## src/inc/scg_consts.svh

```systemverilog
// offsets, field positions, reset values and counts of the converter
// configuration registers; definitions only
`ifndef SCG_CONSTS_SVH
`define SCG_CONSTS_SVH

`define SCG_ADDR_RATE_UPPER  8'h1A
`define SCG_ADDR_RATE_LOWER  8'h1B
`define SCG_ADDR_IDLE_TIME   8'h1C
`define SCG_ADDR_SYNC_RESET  8'h1D
`define SCG_ADDR_PIN_SETUP   8'h1E

`define SCG_RST_RATE_UPPER   8'h00
`define SCG_RST_RATE_LOWER   8'h00
`define SCG_RST_IDLE_TIME    8'h00
`define SCG_RST_SYNC_RESET   8'h80
`define SCG_RST_PIN_SETUP    8'h00

`define SCG_RATE_UPPER_MASK  8'h1F
`define SCG_SYNC_RW_MASK     8'h4B
`define SCG_SYNC_TRIG_BIT    7
`define SCG_SYNC_POSEDGE_BIT 6
`define SCG_SYNC_PSTART_BIT  3
`define SCG_PIN_GLOBAL_BIT   7
`define SCG_PIN_OD_LSB       4
`define SCG_PIN_OD_MSB       6

`define SCG_FILT_SINC3       3'h3
`define SCG_DECIM_UNIT       32
`define SCG_KEY_ARM          2'h3
`define SCG_KEY_FIRE         2'h2
`define SCG_NUM_PINS         4
`define SCG_NUM_OD_PINS      3

`endif

```

## src/inc/scg_pkg.sv

```systemverilog
// types shared by the configuration register block and its helpers
package scg_pkg;
   typedef logic [7:0] scg_byte_t;
   typedef logic [2:0] scg_filt_t;
   typedef enum logic {SCG_RUN, SCG_IDLE} scg_standby_e;
endpackage

```

## src/inc/scg_ctl_if.sv

```systemverilog
// signals between the register block and its sync and reset-key helpers
// assumes all parties share clk
`timescale 1ns/100ps
interface scg_ctl_if;
   logic       sync_req;     // one-cycle request for a sync pulse
   logic       sync_posedge; // 1: drive low on rising edge
   logic       sync_out_n;
   logic       sync_done;    // pulse issued, trigger bit may return
   logic       key_wr;       // write to sync/reset register
   logic [1:0] key_bits;
   logic       soft_reset;   // one-cycle full reset request

   modport regs (output sync_req, sync_posedge, key_wr, key_bits,
                 input sync_out_n, sync_done, soft_reset);
   modport sync (input sync_req, sync_posedge, output sync_out_n, sync_done);
   modport key  (input key_wr, key_bits, output soft_reset);
endinterface

```

## src/design/scg_sync_pulse.sv

```systemverilog
// one-cycle low sync pulse, launched on the rising or falling clock edge
// assumes requests arrive as single-cycle strobes on clk
`timescale 1ns/100ps
module scg_sync_pulse
   import scg_pkg::*;
(
   input  wire logic clk,
   input  wire logic resetn,
   scg_ctl_if.sync   ctl
);
   logic pos_n_r;
   logic neg_n_r;

   // rising-edge launch: low for exactly one cycle after the request
   always_ff @(posedge clk)
   begin
      if (!resetn)
         pos_n_r <= 1'b1;
      else
         pos_n_r <= ~ctl.sync_req;
   end

   // falling-edge copy, half a cycle later, for the default edge
   always_ff @(negedge clk)
   begin
      if (!resetn)
         neg_n_r <= 1'b1;
      else
         neg_n_r <= pos_n_r;
   end

   // edge select picks which flop drives the line; select is static in use
   assign ctl.sync_out_n = ctl.sync_posedge ? pos_n_r : neg_n_r;
   assign ctl.sync_done  = ~pos_n_r;
endmodule

```

## src/design/scg_reset_key.sv

```systemverilog
// two-write software reset key detector on the reset bits
// assumes key_wr pulses once per host write to the sync/reset register
`timescale 1ns/100ps
module scg_reset_key
   import scg_pkg::*;
(
   input  wire logic clk,
   input  wire logic resetn,
   scg_ctl_if.key    ctl
);
   `include "scg_consts.svh"

   logic armed_r;
   logic fire_r;

   // arm on 11, fire on 10 right after; anything else disarms
   always_ff @(posedge clk)
   begin
      if (!resetn || fire_r)
      begin
         armed_r <= 1'b0;
         fire_r  <= 1'b0;
      end
      else if (ctl.key_wr)
      begin
         armed_r <= (ctl.key_bits == `SCG_KEY_ARM);
         fire_r  <= armed_r && (ctl.key_bits == `SCG_KEY_FIRE);
      end
      else
         fire_r <= 1'b0;
   end

   assign ctl.soft_reset = fire_r;
endmodule

```

## src/design/scg_regs.sv

```systemverilog
// configuration registers: sinc3 decimation, periodic idle time,
// software sync and reset key, general-purpose pin setup.
// assumes a serial front end presents single-cycle register strobes on clk
// and that the filter datapath drives its strobes and selects on clk
//
// Behaviour
// - sinc3 ratio is (setting plus one) times 32
// - lower setting byte is lower-rate register
// - standby idle lasts (idle plus one) times two
// - writing trigger bit low emits sync pulse
// - trigger bit returns to one by itself
// - edge bit picks rising or falling launch
// - write 11 then 10 causes full reset
// - key detection ignores other register bits
// - pin settings change only with global enable
// - open-drain bits switch pins 2..0 drivers
// - direction bits: zero input, one output
// - sinc3 setting used only for filter 011
`timescale 1ns/100ps
module scg_regs
   import scg_pkg::*;
#(
   parameter int NPINS = 4
)
(
   input  wire logic             clk,
   input  wire logic             resetn,
   input  wire logic             reg_wr,
   input  wire logic             reg_rd,
   input  wire logic [7:0]       reg_addr,
   input  wire logic [7:0]       reg_wdata,
   output logic      [7:0]       reg_rdata,
   input  wire logic [2:0]       filter_sel,
   input  wire logic             periodic_en,
   input  wire logic             conv_done,
   input  wire logic             filt_word_stb,
   input  wire logic [NPINS-1:0] pin_level,
   output logic      [18:0]      decimation_ratio,
   output logic                  sinc3_active,
   output logic                  standby,
   output logic                  sync_out_n,
   output logic                  soft_reset,
   output logic                  pin_start_en,
   output logic      [NPINS-1:0] pin_out,
   output logic      [NPINS-1:0] pin_oe
);
   `include "scg_consts.svh"

   scg_ctl_if ctl ();

   // stored register images
   scg_byte_t    rate_upper_r;
   scg_byte_t    rate_lower_r;
   scg_byte_t    idle_time_r;
   scg_byte_t    sync_reg_r;
   scg_byte_t    pin_setup_r;
   scg_byte_t    rdata_r;
   scg_byte_t    rdata_nxt;
   // derived settings and sequencer state
   logic [12:0]  sinc_decim_setting;
   logic [18:0]  ratio_r;
   logic         sinc3_r;
   scg_standby_e stby_r;
   logic [8:0]   idle_cnt_r;
   logic [8:0]   idle_len;
   logic         soft_rst_r;
   logic         clr;
   // pin driver flops
   logic [NPINS-1:0] pin_out_r;
   logic [NPINS-1:0] pin_oe_r;

   // decoded writes
   logic wr_upper;
   logic wr_lower;
   logic wr_idle;
   logic wr_sync;
   logic wr_pins;

   // one register is hit per strobe at most
   assign wr_upper = reg_wr && (reg_addr == `SCG_ADDR_RATE_UPPER);
   assign wr_lower = reg_wr && (reg_addr == `SCG_ADDR_RATE_LOWER);
   assign wr_idle  = reg_wr && (reg_addr == `SCG_ADDR_IDLE_TIME);
   assign wr_sync  = reg_wr && (reg_addr == `SCG_ADDR_SYNC_RESET);
   assign wr_pins  = reg_wr && (reg_addr == `SCG_ADDR_PIN_SETUP);

   // a key hit resets every register here except soft_rst_r, the same as the reset pin
   assign clr = !resetn || ctl.soft_reset;

   // helpers
   // the reset pin clears them; a key reset leaves the sync helper alone, while the key helper clears itself as it fires
   scg_sync_pulse u_sync
   (
      .clk    (clk),
      .resetn (resetn),
      .ctl    (ctl.sync)
   );

   scg_reset_key u_key
   (
      .clk    (clk),
      .resetn (resetn),
      .ctl    (ctl.key)
   );

   // trigger and key bits come straight from the write data, so the helpers
   // act on a write in the same cycle it is taken
   assign ctl.sync_req     = wr_sync && !reg_wdata[`SCG_SYNC_TRIG_BIT];
   assign ctl.sync_posedge = sync_reg_r[`SCG_SYNC_POSEDGE_BIT];
   assign ctl.key_wr       = wr_sync;
   assign ctl.key_bits     = reg_wdata[1:0];

   // upper rate: only bits 4:0 store, the rest read zero
   always_ff @(posedge clk)
   begin
      if (clr)
         rate_upper_r <= `SCG_RST_RATE_UPPER;
      else if (wr_upper)
         rate_upper_r <= reg_wdata & `SCG_RATE_UPPER_MASK;
   end

   // lower rate: full byte read/write
   always_ff @(posedge clk)
   begin
      if (clr)
         rate_lower_r <= `SCG_RST_RATE_LOWER;
      else if (wr_lower)
         rate_lower_r <= reg_wdata;
   end

   // periodic idle setting
   always_ff @(posedge clk)
   begin
      if (clr)
         idle_time_r <= `SCG_RST_IDLE_TIME;
      else if (wr_idle)
         idle_time_r <= reg_wdata;
   end

   // sync/reset register: edge select, pin-start and key bits store;
   // trigger bit is written low and climbs back once the pulse is out
   always_ff @(posedge clk)
   begin
      if (clr)
         sync_reg_r <= `SCG_RST_SYNC_RESET;
      else if (wr_sync)
         sync_reg_r <= (reg_wdata & `SCG_SYNC_RW_MASK)
                       | {reg_wdata[`SCG_SYNC_TRIG_BIT], 7'h00};
      // a fresh trigger write above wins over the return of bit 7
      else if (ctl.sync_done)
         sync_reg_r[`SCG_SYNC_TRIG_BIT] <= 1'b1;
   end

   // pin setup: the rest of the byte is taken only while enable is written high
   // the enable bit itself always follows the write, so it can be dropped again
   always_ff @(posedge clk)
   begin
      if (clr)
         pin_setup_r <= `SCG_RST_PIN_SETUP;
      else if (wr_pins)
      begin
         pin_setup_r[`SCG_PIN_GLOBAL_BIT] <= reg_wdata[`SCG_PIN_GLOBAL_BIT];
         if (reg_wdata[`SCG_PIN_GLOBAL_BIT])
            pin_setup_r[6:0] <= reg_wdata[6:0];
      end
   end

   // decimation ratio, only meaningful on the sinc3 path
   // other filters see zero, so a stale setting never leaks into their path
   assign sinc_decim_setting = {rate_upper_r[4:0], rate_lower_r};

   always_ff @(posedge clk)
   begin
      if (clr)
      begin
         ratio_r <= 19'h00000;
         sinc3_r <= 1'b0;
      end
      else
      begin
         sinc3_r <= (filter_sel == `SCG_FILT_SINC3);
         // size casts keep the sum and the product at the port width
         if (filter_sel == `SCG_FILT_SINC3)
            ratio_r <= 19'({6'h00, sinc_decim_setting} + 19'h00001)
                       * 19'(`SCG_DECIM_UNIT);
         else
            ratio_r <= 19'h00000;
      end
   end

   // idle span in filter words; the host keeps this mode out of fast power
   // nine bits suffice: 255 gives 512, which wraps to zero, and the count
   // still ends on the 512th word because the compare wraps the same way
   assign idle_len = 9'({1'b0, idle_time_r} + 9'h001) << 1;

   // standby sequencer: after each conversion, wait idle_len filter words
   // dropping periodic_en parks it in run at once
   always_ff @(posedge clk)
   begin
      if (clr || !periodic_en)
      begin
         stby_r     <= SCG_RUN;
         idle_cnt_r <= 9'h000;
      end
      else
      begin
         unique case (stby_r)
            SCG_RUN:
               if (conv_done)
               begin
                  stby_r     <= SCG_IDLE;
                  idle_cnt_r <= 9'h000;
               end
            SCG_IDLE:
               if (filt_word_stb)
               begin
                  if (idle_cnt_r == idle_len - 9'h001)
                     stby_r <= SCG_RUN;
                  idle_cnt_r <= idle_cnt_r + 9'h001;
               end
         endcase
      end
   end

   // pin drivers: open drain only pulls low, push-pull follows the level
   // pin 3 has no open-drain option and drives push-pull whenever its direction bit is one
   genvar g;
   generate
      for (g = 0; g < NPINS; g++)
      begin : g_pin
         logic od;
         if (g < `SCG_NUM_OD_PINS)
            assign od = pin_setup_r[`SCG_PIN_OD_LSB + g];
         else
            assign od = 1'b0;

         always_ff @(posedge clk)
         begin
            if (clr)
            begin
               pin_out_r[g] <= 1'b0;
               pin_oe_r[g]  <= 1'b0;
            end
            else
            begin
               pin_out_r[g] <= od ? 1'b0 : pin_level[g];
               pin_oe_r[g]  <= pin_setup_r[g] && (!od || !pin_level[g]);
            end
         end
      end
   endgenerate

   // read mux; unmapped addresses read zero
   // reserved bits are stored as zero, so no read masks are needed
   always_comb
   begin
      unique case (reg_addr)
         `SCG_ADDR_RATE_UPPER: rdata_nxt = rate_upper_r;
         `SCG_ADDR_RATE_LOWER: rdata_nxt = rate_lower_r;
         `SCG_ADDR_IDLE_TIME:  rdata_nxt = idle_time_r;
         `SCG_ADDR_SYNC_RESET: rdata_nxt = sync_reg_r;
         `SCG_ADDR_PIN_SETUP:  rdata_nxt = pin_setup_r;
         default:              rdata_nxt = 8'h00;
      endcase
   end

   // read data is held until the next read
   always_ff @(posedge clk)
   begin
      if (clr)
         rdata_r <= 8'h00;
      else if (reg_rd)
         rdata_r <= rdata_nxt;
   end

   // registered copy of the reset-key helper output
   // the port pulse trails the internal clear by one cycle
   always_ff @(posedge clk)
   begin
      if (!resetn)
      begin
         soft_rst_r <= 1'b0;
      end
      else
      begin
         soft_rst_r <= ctl.soft_reset;
      end
   end

   // every port reads a flop, except the sync line, which picks one of two
   assign reg_rdata        = rdata_r;
   assign decimation_ratio = ratio_r;
   assign sinc3_active     = sinc3_r;
   assign standby          = (stby_r == SCG_IDLE);
   // the sync line is launched by the helper's own edge flops
   assign sync_out_n       = ctl.sync_out_n;
   assign soft_reset       = soft_rst_r;
   assign pin_start_en     = sync_reg_r[`SCG_SYNC_PSTART_BIT];
   assign pin_out          = pin_out_r;
   assign pin_oe           = pin_oe_r;
endmodule

```

## config.mk

```make
export PLATFORM = sky130hd
export DESIGN_NAME = scg_regs
export DESIGN_NICKNAME = d
export VERILOG_FILES = /design/src/inc/scg_pkg.sv /design/src/inc/scg_ctl_if.sv /design/src/design/scg_sync_pulse.sv /design/src/design/scg_reset_key.sv /design/src/design/scg_regs.sv
export VERILOG_INCLUDE_DIRS = /design/src /design/src/inc
export SDC_FILE = /design/constraint.sdc
export NUM_CORES = 1
export LEC_CHECK = 0
export BUFFER_PORTS_ARGS = -buffer_cell sky130_fd_sc_hd__buf_2
export CAP_MARGIN = 25
export CELL_PAD_IN_SITES_DETAIL_PLACEMENT = 2
export CELL_PAD_IN_SITES_GLOBAL_PLACEMENT = 2
export CORE_MARGIN = 4
export CORE_UTILIZATION = 33
export CTS_CLUSTER_DIAMETER = 80
export DETAILED_ROUTE_END_ITERATION = 6
export PLACE_DENSITY = 0.79
export SLEW_MARGIN = 20
export SYNTH_ARGS = -nofsm -noshare
export SYNTH_HDL_FRONTEND = slang
export SYNTH_SLANG_ARGS = --single-unit
export TNS_END_PERCENT = 5
```

## constraint.sdc

```tcl
create_clock -name clk -period 2.3 [get_ports clk]
set_clock_uncertainty 0.1 [all_clocks]
set_input_delay 0.46 -clock clk [delete_from_list [all_inputs] [get_ports clk]]
set_output_delay 0.46 -clock clk [all_outputs]
set_load 0.01 [all_outputs]
```

**Yosys cells after proc, flatten, opt, wreduce, memory -nomap -nowiden**

Cells that the tools add are included.

- Output and inout bits: 40
- Flip-flop bits (word level): 88
- Input bits: 30
- Word-level logic and storage cells: 89

- Equal/unequal tests: 12
- Multiplexer cells: 11
- Add/sub/neg operators: 4
- Reduce and logical (&&, ||, !) cells: 31
- Bitwise logic cells: 5

Operators by type and width:

| cell | count |
|---|---|
| $eq 8x5->1 const B | 5 |
| $pmux 8 s5 | 1 |
| $mux 9 | 2 |
| $pmux 9 s2 | 1 |
| $add 13x1->14 const B | 1 |
| $logic_and 1x1->1 | 10 |
| $reduce_or 2->1 | 5 |
| $add 9x1->9 const B | 1 |
| $eq 9x9->1 | 1 |
| $logic_not 1->1 | 9 |
| $sub 9x1->9 const B | 1 |
| $add 8x1->8 const B | 1 |
| $or 7x8->8 | 1 |
| $mux 1 | 6 |
| $ne 2x2->1 const B | 3 |
| $logic_or 1x1->1 | 5 |
| $eq 2x2->1 const B | 2 |
| $not 1->1 | 4 |
| $reduce_and 2->1 | 2 |
| $eq 3x2->1 const B | 1 |
| $pmux 1 s2 | 1 |

**Logic depth before layout (Yosys ltp)**

Gate-level depths: netlist of the first run.

- Word-level depth: 6
- Mapped depth: 7
- Gate-level depth less buffers: 6

**Hierarchy**

From an unflattened synthesis of the first run, not the netlist that was laid out.

- Cells, all modules: 421
- Area, all modules: 3692.3 um^2

By module, submodules not included:

| module | sequential area each (um^2) | cells each | area an instance (um^2) | times used |
|---|---|---|---|---|
| scg_regs | 1521.5 | 406 | 3539.6 | 1 |
| scg_reset_key | 40.0 | 8 | 80.1 | 1 |
| scg_sync_pulse | 40.0 | 7 | 72.6 | 1 |

==> metrics.cfg, run 1 <==
[run_status]
outcome=finished with violations
violations=setup timing

[pwr]
irDropWorstVdd_v=0.000471
p_leak_nw=1.75
p_per_area_mw_per_mm2=660

[global_route]
grt_overflow=0
grt_pass1_vias=3664
grt_pass1_wl_um=19600
grt_max_degree=34
antenna_found_initial=0
grt_usage_pct=19.1

[worst_setup_path]
critPathKind=reg2out
required_ns=1.74
path_cells=mux2_2, buf_6
path_buf_inv=1
cp.arrival_ns=2.21
max_stage_delay_ns=0.29
critical_path.startpoint=u_sync.neg_n_r
end_kind=output port
cp_slowest_cell=dfxtp_1
start_kind=register
critPathTopFamily=flip-flops
rr_startpoint=idle_time_r[0]
critPathMaxFanout=1

[synth]
yosysWarnings=0
synth_flop_cell=dfxtp_1
synthTopCellsByCount=80 x dfxtp_1, 62 x nand2_1, 40 x nor2_1
ys_seq_area_share_pct=42.1
postSynthAreaPerCell_um2=8.66
synthCells=439
ys_top_cells_by_area=dfxtp_1 42%, nand2_1 6.1%, mux2i_1 5.3%
synth_edf_count=0
yosys.area.top_type=dfxtp_1
ys_seq_elements=80
ys_types=58
yosys.cell_count.top_type=dfxtp_1
syn_area_mm2=0.00380
postSynth.asyncResetShare_pct=0
synth_top_area_share_pct=42.1

[routing]
post-route-drc-count=0
routed_wl_um=12100
firstDrtPassIters=4
avgViaCountPerCell=5.28
postRouteAntennaNets=0
vias=3410
wl_per_cell_um=18.7
drtIter0Drc=109

[clock_tree]
hold_buffers=0
clock_latency_ns=0.34
cts_sinks=80
tritoncts=done
numCtsBuffers=9
ctsHtreeMaxLevel=3
ctsRootBufferMaster=clkbuf_16
cts_buffer_depth=2
clk_pin_slew_ns=0.06

[timing]
fin_ws_ns=-0.468
tns_ns=-0.468
slew_violations=0
setup_viol=1
slew_headroom_pct=61.9
hold_viol=0
worst_hold_slack_ns=0.234
worstMarginPinSlew_ns=0.571
rsz0062_at_grt=true

[floorplanning]
num_rows=38
core_mm2=0.0110
die_area_mm2=0.0133
io_pins=70
die_width_um=115
die_y_um=115
initial_utilization_pct=34.4

[layout]
nFillCells=1252
multi_input_area_mm2=0.00201
area_growth_pct=19.7
num_antenna_cells=0
fin_nets=534
layout-drive-gt1-share_pct=21.3
seq_area_mm2=0.00160
fin_cells=646

[placed_design]
dpl.cell_count=630
portBuffers=64
place_congestion=0.819
dp_hpwl_um=9090

[min_path]
holdCritStartpoint=pin_level[3]
hold_path.class=in2reg

[flow_run]
drv_cap=0

cells in the final DEF, fill, tap and decap left out, types with 3 or more instances in the layout:
master     instances
nor2_1            40
buf_4             13
nand2b_1           5
dfxtp_1           80
o22ai_1            3
a21oi_1           26
nand2_1           62
o21ai_1            6
conb_1             5
buf_2             63
nor3b_1            6
nand4_1            7
and2_1            10
ha_1               3
xnor2_1           10
nand3_1           23
nor3_1             4
a211oi_1           3
xor2_1            12
and3_1             7
clkbuf_16          9
o2bb2ai_1          3
o21ai_0            8
a22oi_1            8
mux2_2             7
nor2b_1            6
o211ai_1           5
inv_1             11
mux2i_1           20
area by class of cell:
type | instances | area share (%)
Clock buffer | 12 | 5.42
Multi-Input combinational cell | 322 | 44.1
Sequential cell | 80 | 35.2
Timing Repair Buffer | 77 | 9.32
Clock inverter | 5 | 1.27
Inverter | 10 | 0.825
Tap cell | 140 | 3.85
worst paths after layout:
path,endpoint,slack [ns],cells after the start
max,sync_out_n,-0.47,2
min,pin_out[3],0.23,2
max reg2reg,standby,0.28,6
min reg2reg,reg_rdata[7],0.36,2
stage by stage:
step           power, mW  instance area (µm²)  worst slack [ns]  utilization, %
6_report            3.00                 4550            -0.468            41.2
4_1_cts             3.04                 4550            -0.478            41.2
3_5_place_dp        1.58                 4240           -0.0688            38.5
3_3_place_gp        1.57                 4240           -0.0657            38.5
2_1_floorplan       1.51                 3810            0.0419               -
5_1_grt             3.14                 4550            -0.537            41.2
routing by layer:
layer  GRT usage, %  share of wire, %  vias up
met2           32.9                49       76
met3           3.74               4.3       12
li1               -                 -     1650
met5              0                 0        -
met4           5.40               1.2        0
met1           24.3                45     1672
report_power, final:
| group | leakage [nW] | total (mW) | internal [mW] | switching [mW] |
|---|---|---|---|---|
| registers | 0.646 | 1.40 | 1.39 | 0.00457 |
| clock network | 0.144 | 1.46 | 0.875 | 0.583 |
| logic | 0.958 | 0.149 | 0.0500 | 0.0995 |
logic make-up (layout without fill, tap and decap cells):
logic type | Yosys count | count (layout) | synth area share, %
simple gates | 191 | 191 | 26.4
flops | 80 | 80 | 42.1
compound gates | 73 | 73 | 12.1
buf+inv | 41 | 104 | 5.43
mux | 27 | 27 | 7.34
xor+xnor | 23 | 23 | 5.50
fa+ha+maj | 3 | 3 | 0.988
other cells | 1 | 5 | 0.0987
repair_timing:
action | in CTS | in global routing
gates resized for setup | 1 | 0
setup buffers | 0 | 0
pin swaps | 0 | 0
setup endpoints to repair | 1 | 1
cloned | 0 | 0
state kept, by name, indices dropped and copies added, names as in the netlist:
name                  count
pin_out                   4
idle_time_r               8
u_sync.pos_n_r            1
pin_oe                    4
standby                   1
rate_lower_r              8
soft_reset                1
u_key.armed_r             1
rate_upper_r              5
u_sync.neg_n_r            1
pin_setup_r               8
sinc3_active              1
u_key.ctl.soft_reset      1
reg_rdata                 8
decimation_ratio         14
idle_cnt_r                9
sync_reg_r                5
No activity file was read; power rests on OpenSTA's default activity.
==> run 2, diff against run 1 <==
- PLACE_DENSITY: 0.79 -> 0.76
==> run 2 against run 1 <==
  * The flow still finishes with violations (setup timing)
  * Clock-buffer cell count decreased by 2
  * Critical path depth unchanged
  * Utilization is 0.19 points higher
  * Cell count grew 0.31%
  * Largest cell class unchanged
  * Highest routed layer unchanged
  * Die area did not move
  * Critical endpoint unchanged
  * Power rose by 0.57%
  * Wire length shrank 1.0%
  * Flip-flop and latch count stayed put
  * Global-route usage shrank 0.070 points
  * Sequential power barely moved
  * Register-to-register slack about the same
==> metrics.cfg, run 2 (same netlist as run 1, synthesis figures left out) <==
[run_status]
outcome=finished with violations
violations=setup timing

[worst_setup_path]
rrSetupSlack_ns=0.28
critPathKind=reg2out
cp.arrival_ns=2.21
cp_slowest_cell=dfxtp_1
start_kind=register
critPathMaxFanout=1
max_stage_delay_ns=0.29
path_cells=mux2_2, buf_6
required_ns=1.74
end_kind=output port

[global_route]
grt_max_degree=34
grt_pass1_vias=3697
grt_overflow=0
antenna_found_initial=0
grt_pass1_wl_um=19500
grt_usage_pct=19.0

[floorplanning]
die_area_mm2=0.0133
initial_utilization_pct=34.4
core_mm2=0.0110
die_y_um=115
io_pins=70
num_rows=38
die_width_um=115

[timing]
rsz0062_at_grt=true
worstMarginPinSlew_ns=0.569
hold_viol=0
setup_viol=1
fin_ws_ns=-0.473
slew_violations=0
slew_headroom_pct=62.0

[layout]
nFillCells=1250
num_antenna_cells=0
layout_common_cells=80 x dfxtp_1, 63 x buf_2, 62 x nand2_1
utilization_pct=41.4
mostFrequentLayoutCell=dfxtp_1
seq_area_mm2=0.00160
layout-drive-gt1-share_pct=22.0
largest_reg_flops=14
fin_nets=536
area_growth_pct=20.3
multi_input_area_mm2=0.00201

[clock_tree]
numCtsBuffers=9
cts_buffer_depth=2
hold_buffers=0
tritoncts=done
ctsRootBufferMaster=clkbuf_16
ctsHtreeMaxLevel=3
cts_sinks=80
post_cts_buffers=0
clock_latency_ns=0.35
clk_pin_slew_ns=0.06

[routing]
postRouteAntennaNets=0
routed_wl_um=11900
drtIter0Drc=93
wl_per_cell_um=18.4
vias=3397
dr_wl_met2_um=5850
wl_met3_um=569
highest_layer=met4
post-route-drc-count=0
firstDrtPassIters=4
avgViaCountPerCell=5.24
wl_met1_um=5310

[placed_design]
dpl_worst_slack_ns=-0.0745
place_congestion=0.813
dp_hpwl_um=9180
portBuffers=64

[flow_run]
drv_cap=0

[min_path]
hold_path.class=in2reg

[pwr]
p_per_area_mw_per_mm2=661
p_leak_nw=1.76
irDropWorstVdd_v=0.000606

==> run 2: power by group <==
| group | total, mW | leakage (nW) | internal, mW | switching (mW) |
|---|---|---|---|---|
| registers | 1.40 | 0.646 | 1.39 | 0.00423 |
| clock network | 1.48 | 0.150 | 0.876 | 0.601 |
| logic | 0.149 | 0.968 | 0.0519 | 0.0971 |
| total | 3.02 | 1.76 | 2.32 | 0.702 |
==> run 2: cell type report <==
cell class / instances / share of cell area [%]
clock buffer: 10 / 5.23
clock inverter: 7 / 1.56
inverter: 10 / 0.821
multi-input combinational: 322 / 43.9
sequential: 80 / 35.0
tap: 140 / 3.83
timing repair buffer: 79 / 9.61
==> run 2: timing repair <==
action	4_1_cts	5_1_grt
setup endpoints to repair	1	1
hold endpoints to repair	0	0
resized for setup	1	0
pin swaps	0	0
==> run 2: metrics by stage <==
stage	cell area (µm²)	instances	power (mW)	hold WS, ns	setup TNS [ns]
4_1_cts	4570	648	3.07	0.195	-0.494
6_report	4570	648	3.02	0.208	-0.473
2_1_floorplan	3810	443	1.51	0.332	0
3_3_place_gp	4260	632	1.58	0.343	-0.0656
3_5_place_dp	4260	632	1.58	0.356	-0.0745
5_1_grt	4570	648	3.13	0.220	-0.532
==> run 2: worst paths after layout <==
kind,start,end,cells past startpoint
hold reg to reg,reg_rdata[4],reg_rdata[4],2
setup / recovery,u_sync.neg_n_r,sync_out_n,2
hold / removal,pin_level[3],pin_out[3],2
setup reg to reg,idle_time_r[0],standby,6
==> run 2: layer usage <==
layer	track usage, %	vias up
met3	5.11	19
met5	0	-
met2	32.7	69
li1	-	1646
met4	5.56	0
met1	23.3	1663
==> run 2: critical path: cells and delay by family (launching register included) <==
kind	cells	cell delay, ns
buffers and inverters	1	0.12
multiplexers	1	0.26
flip-flops	1	0.29
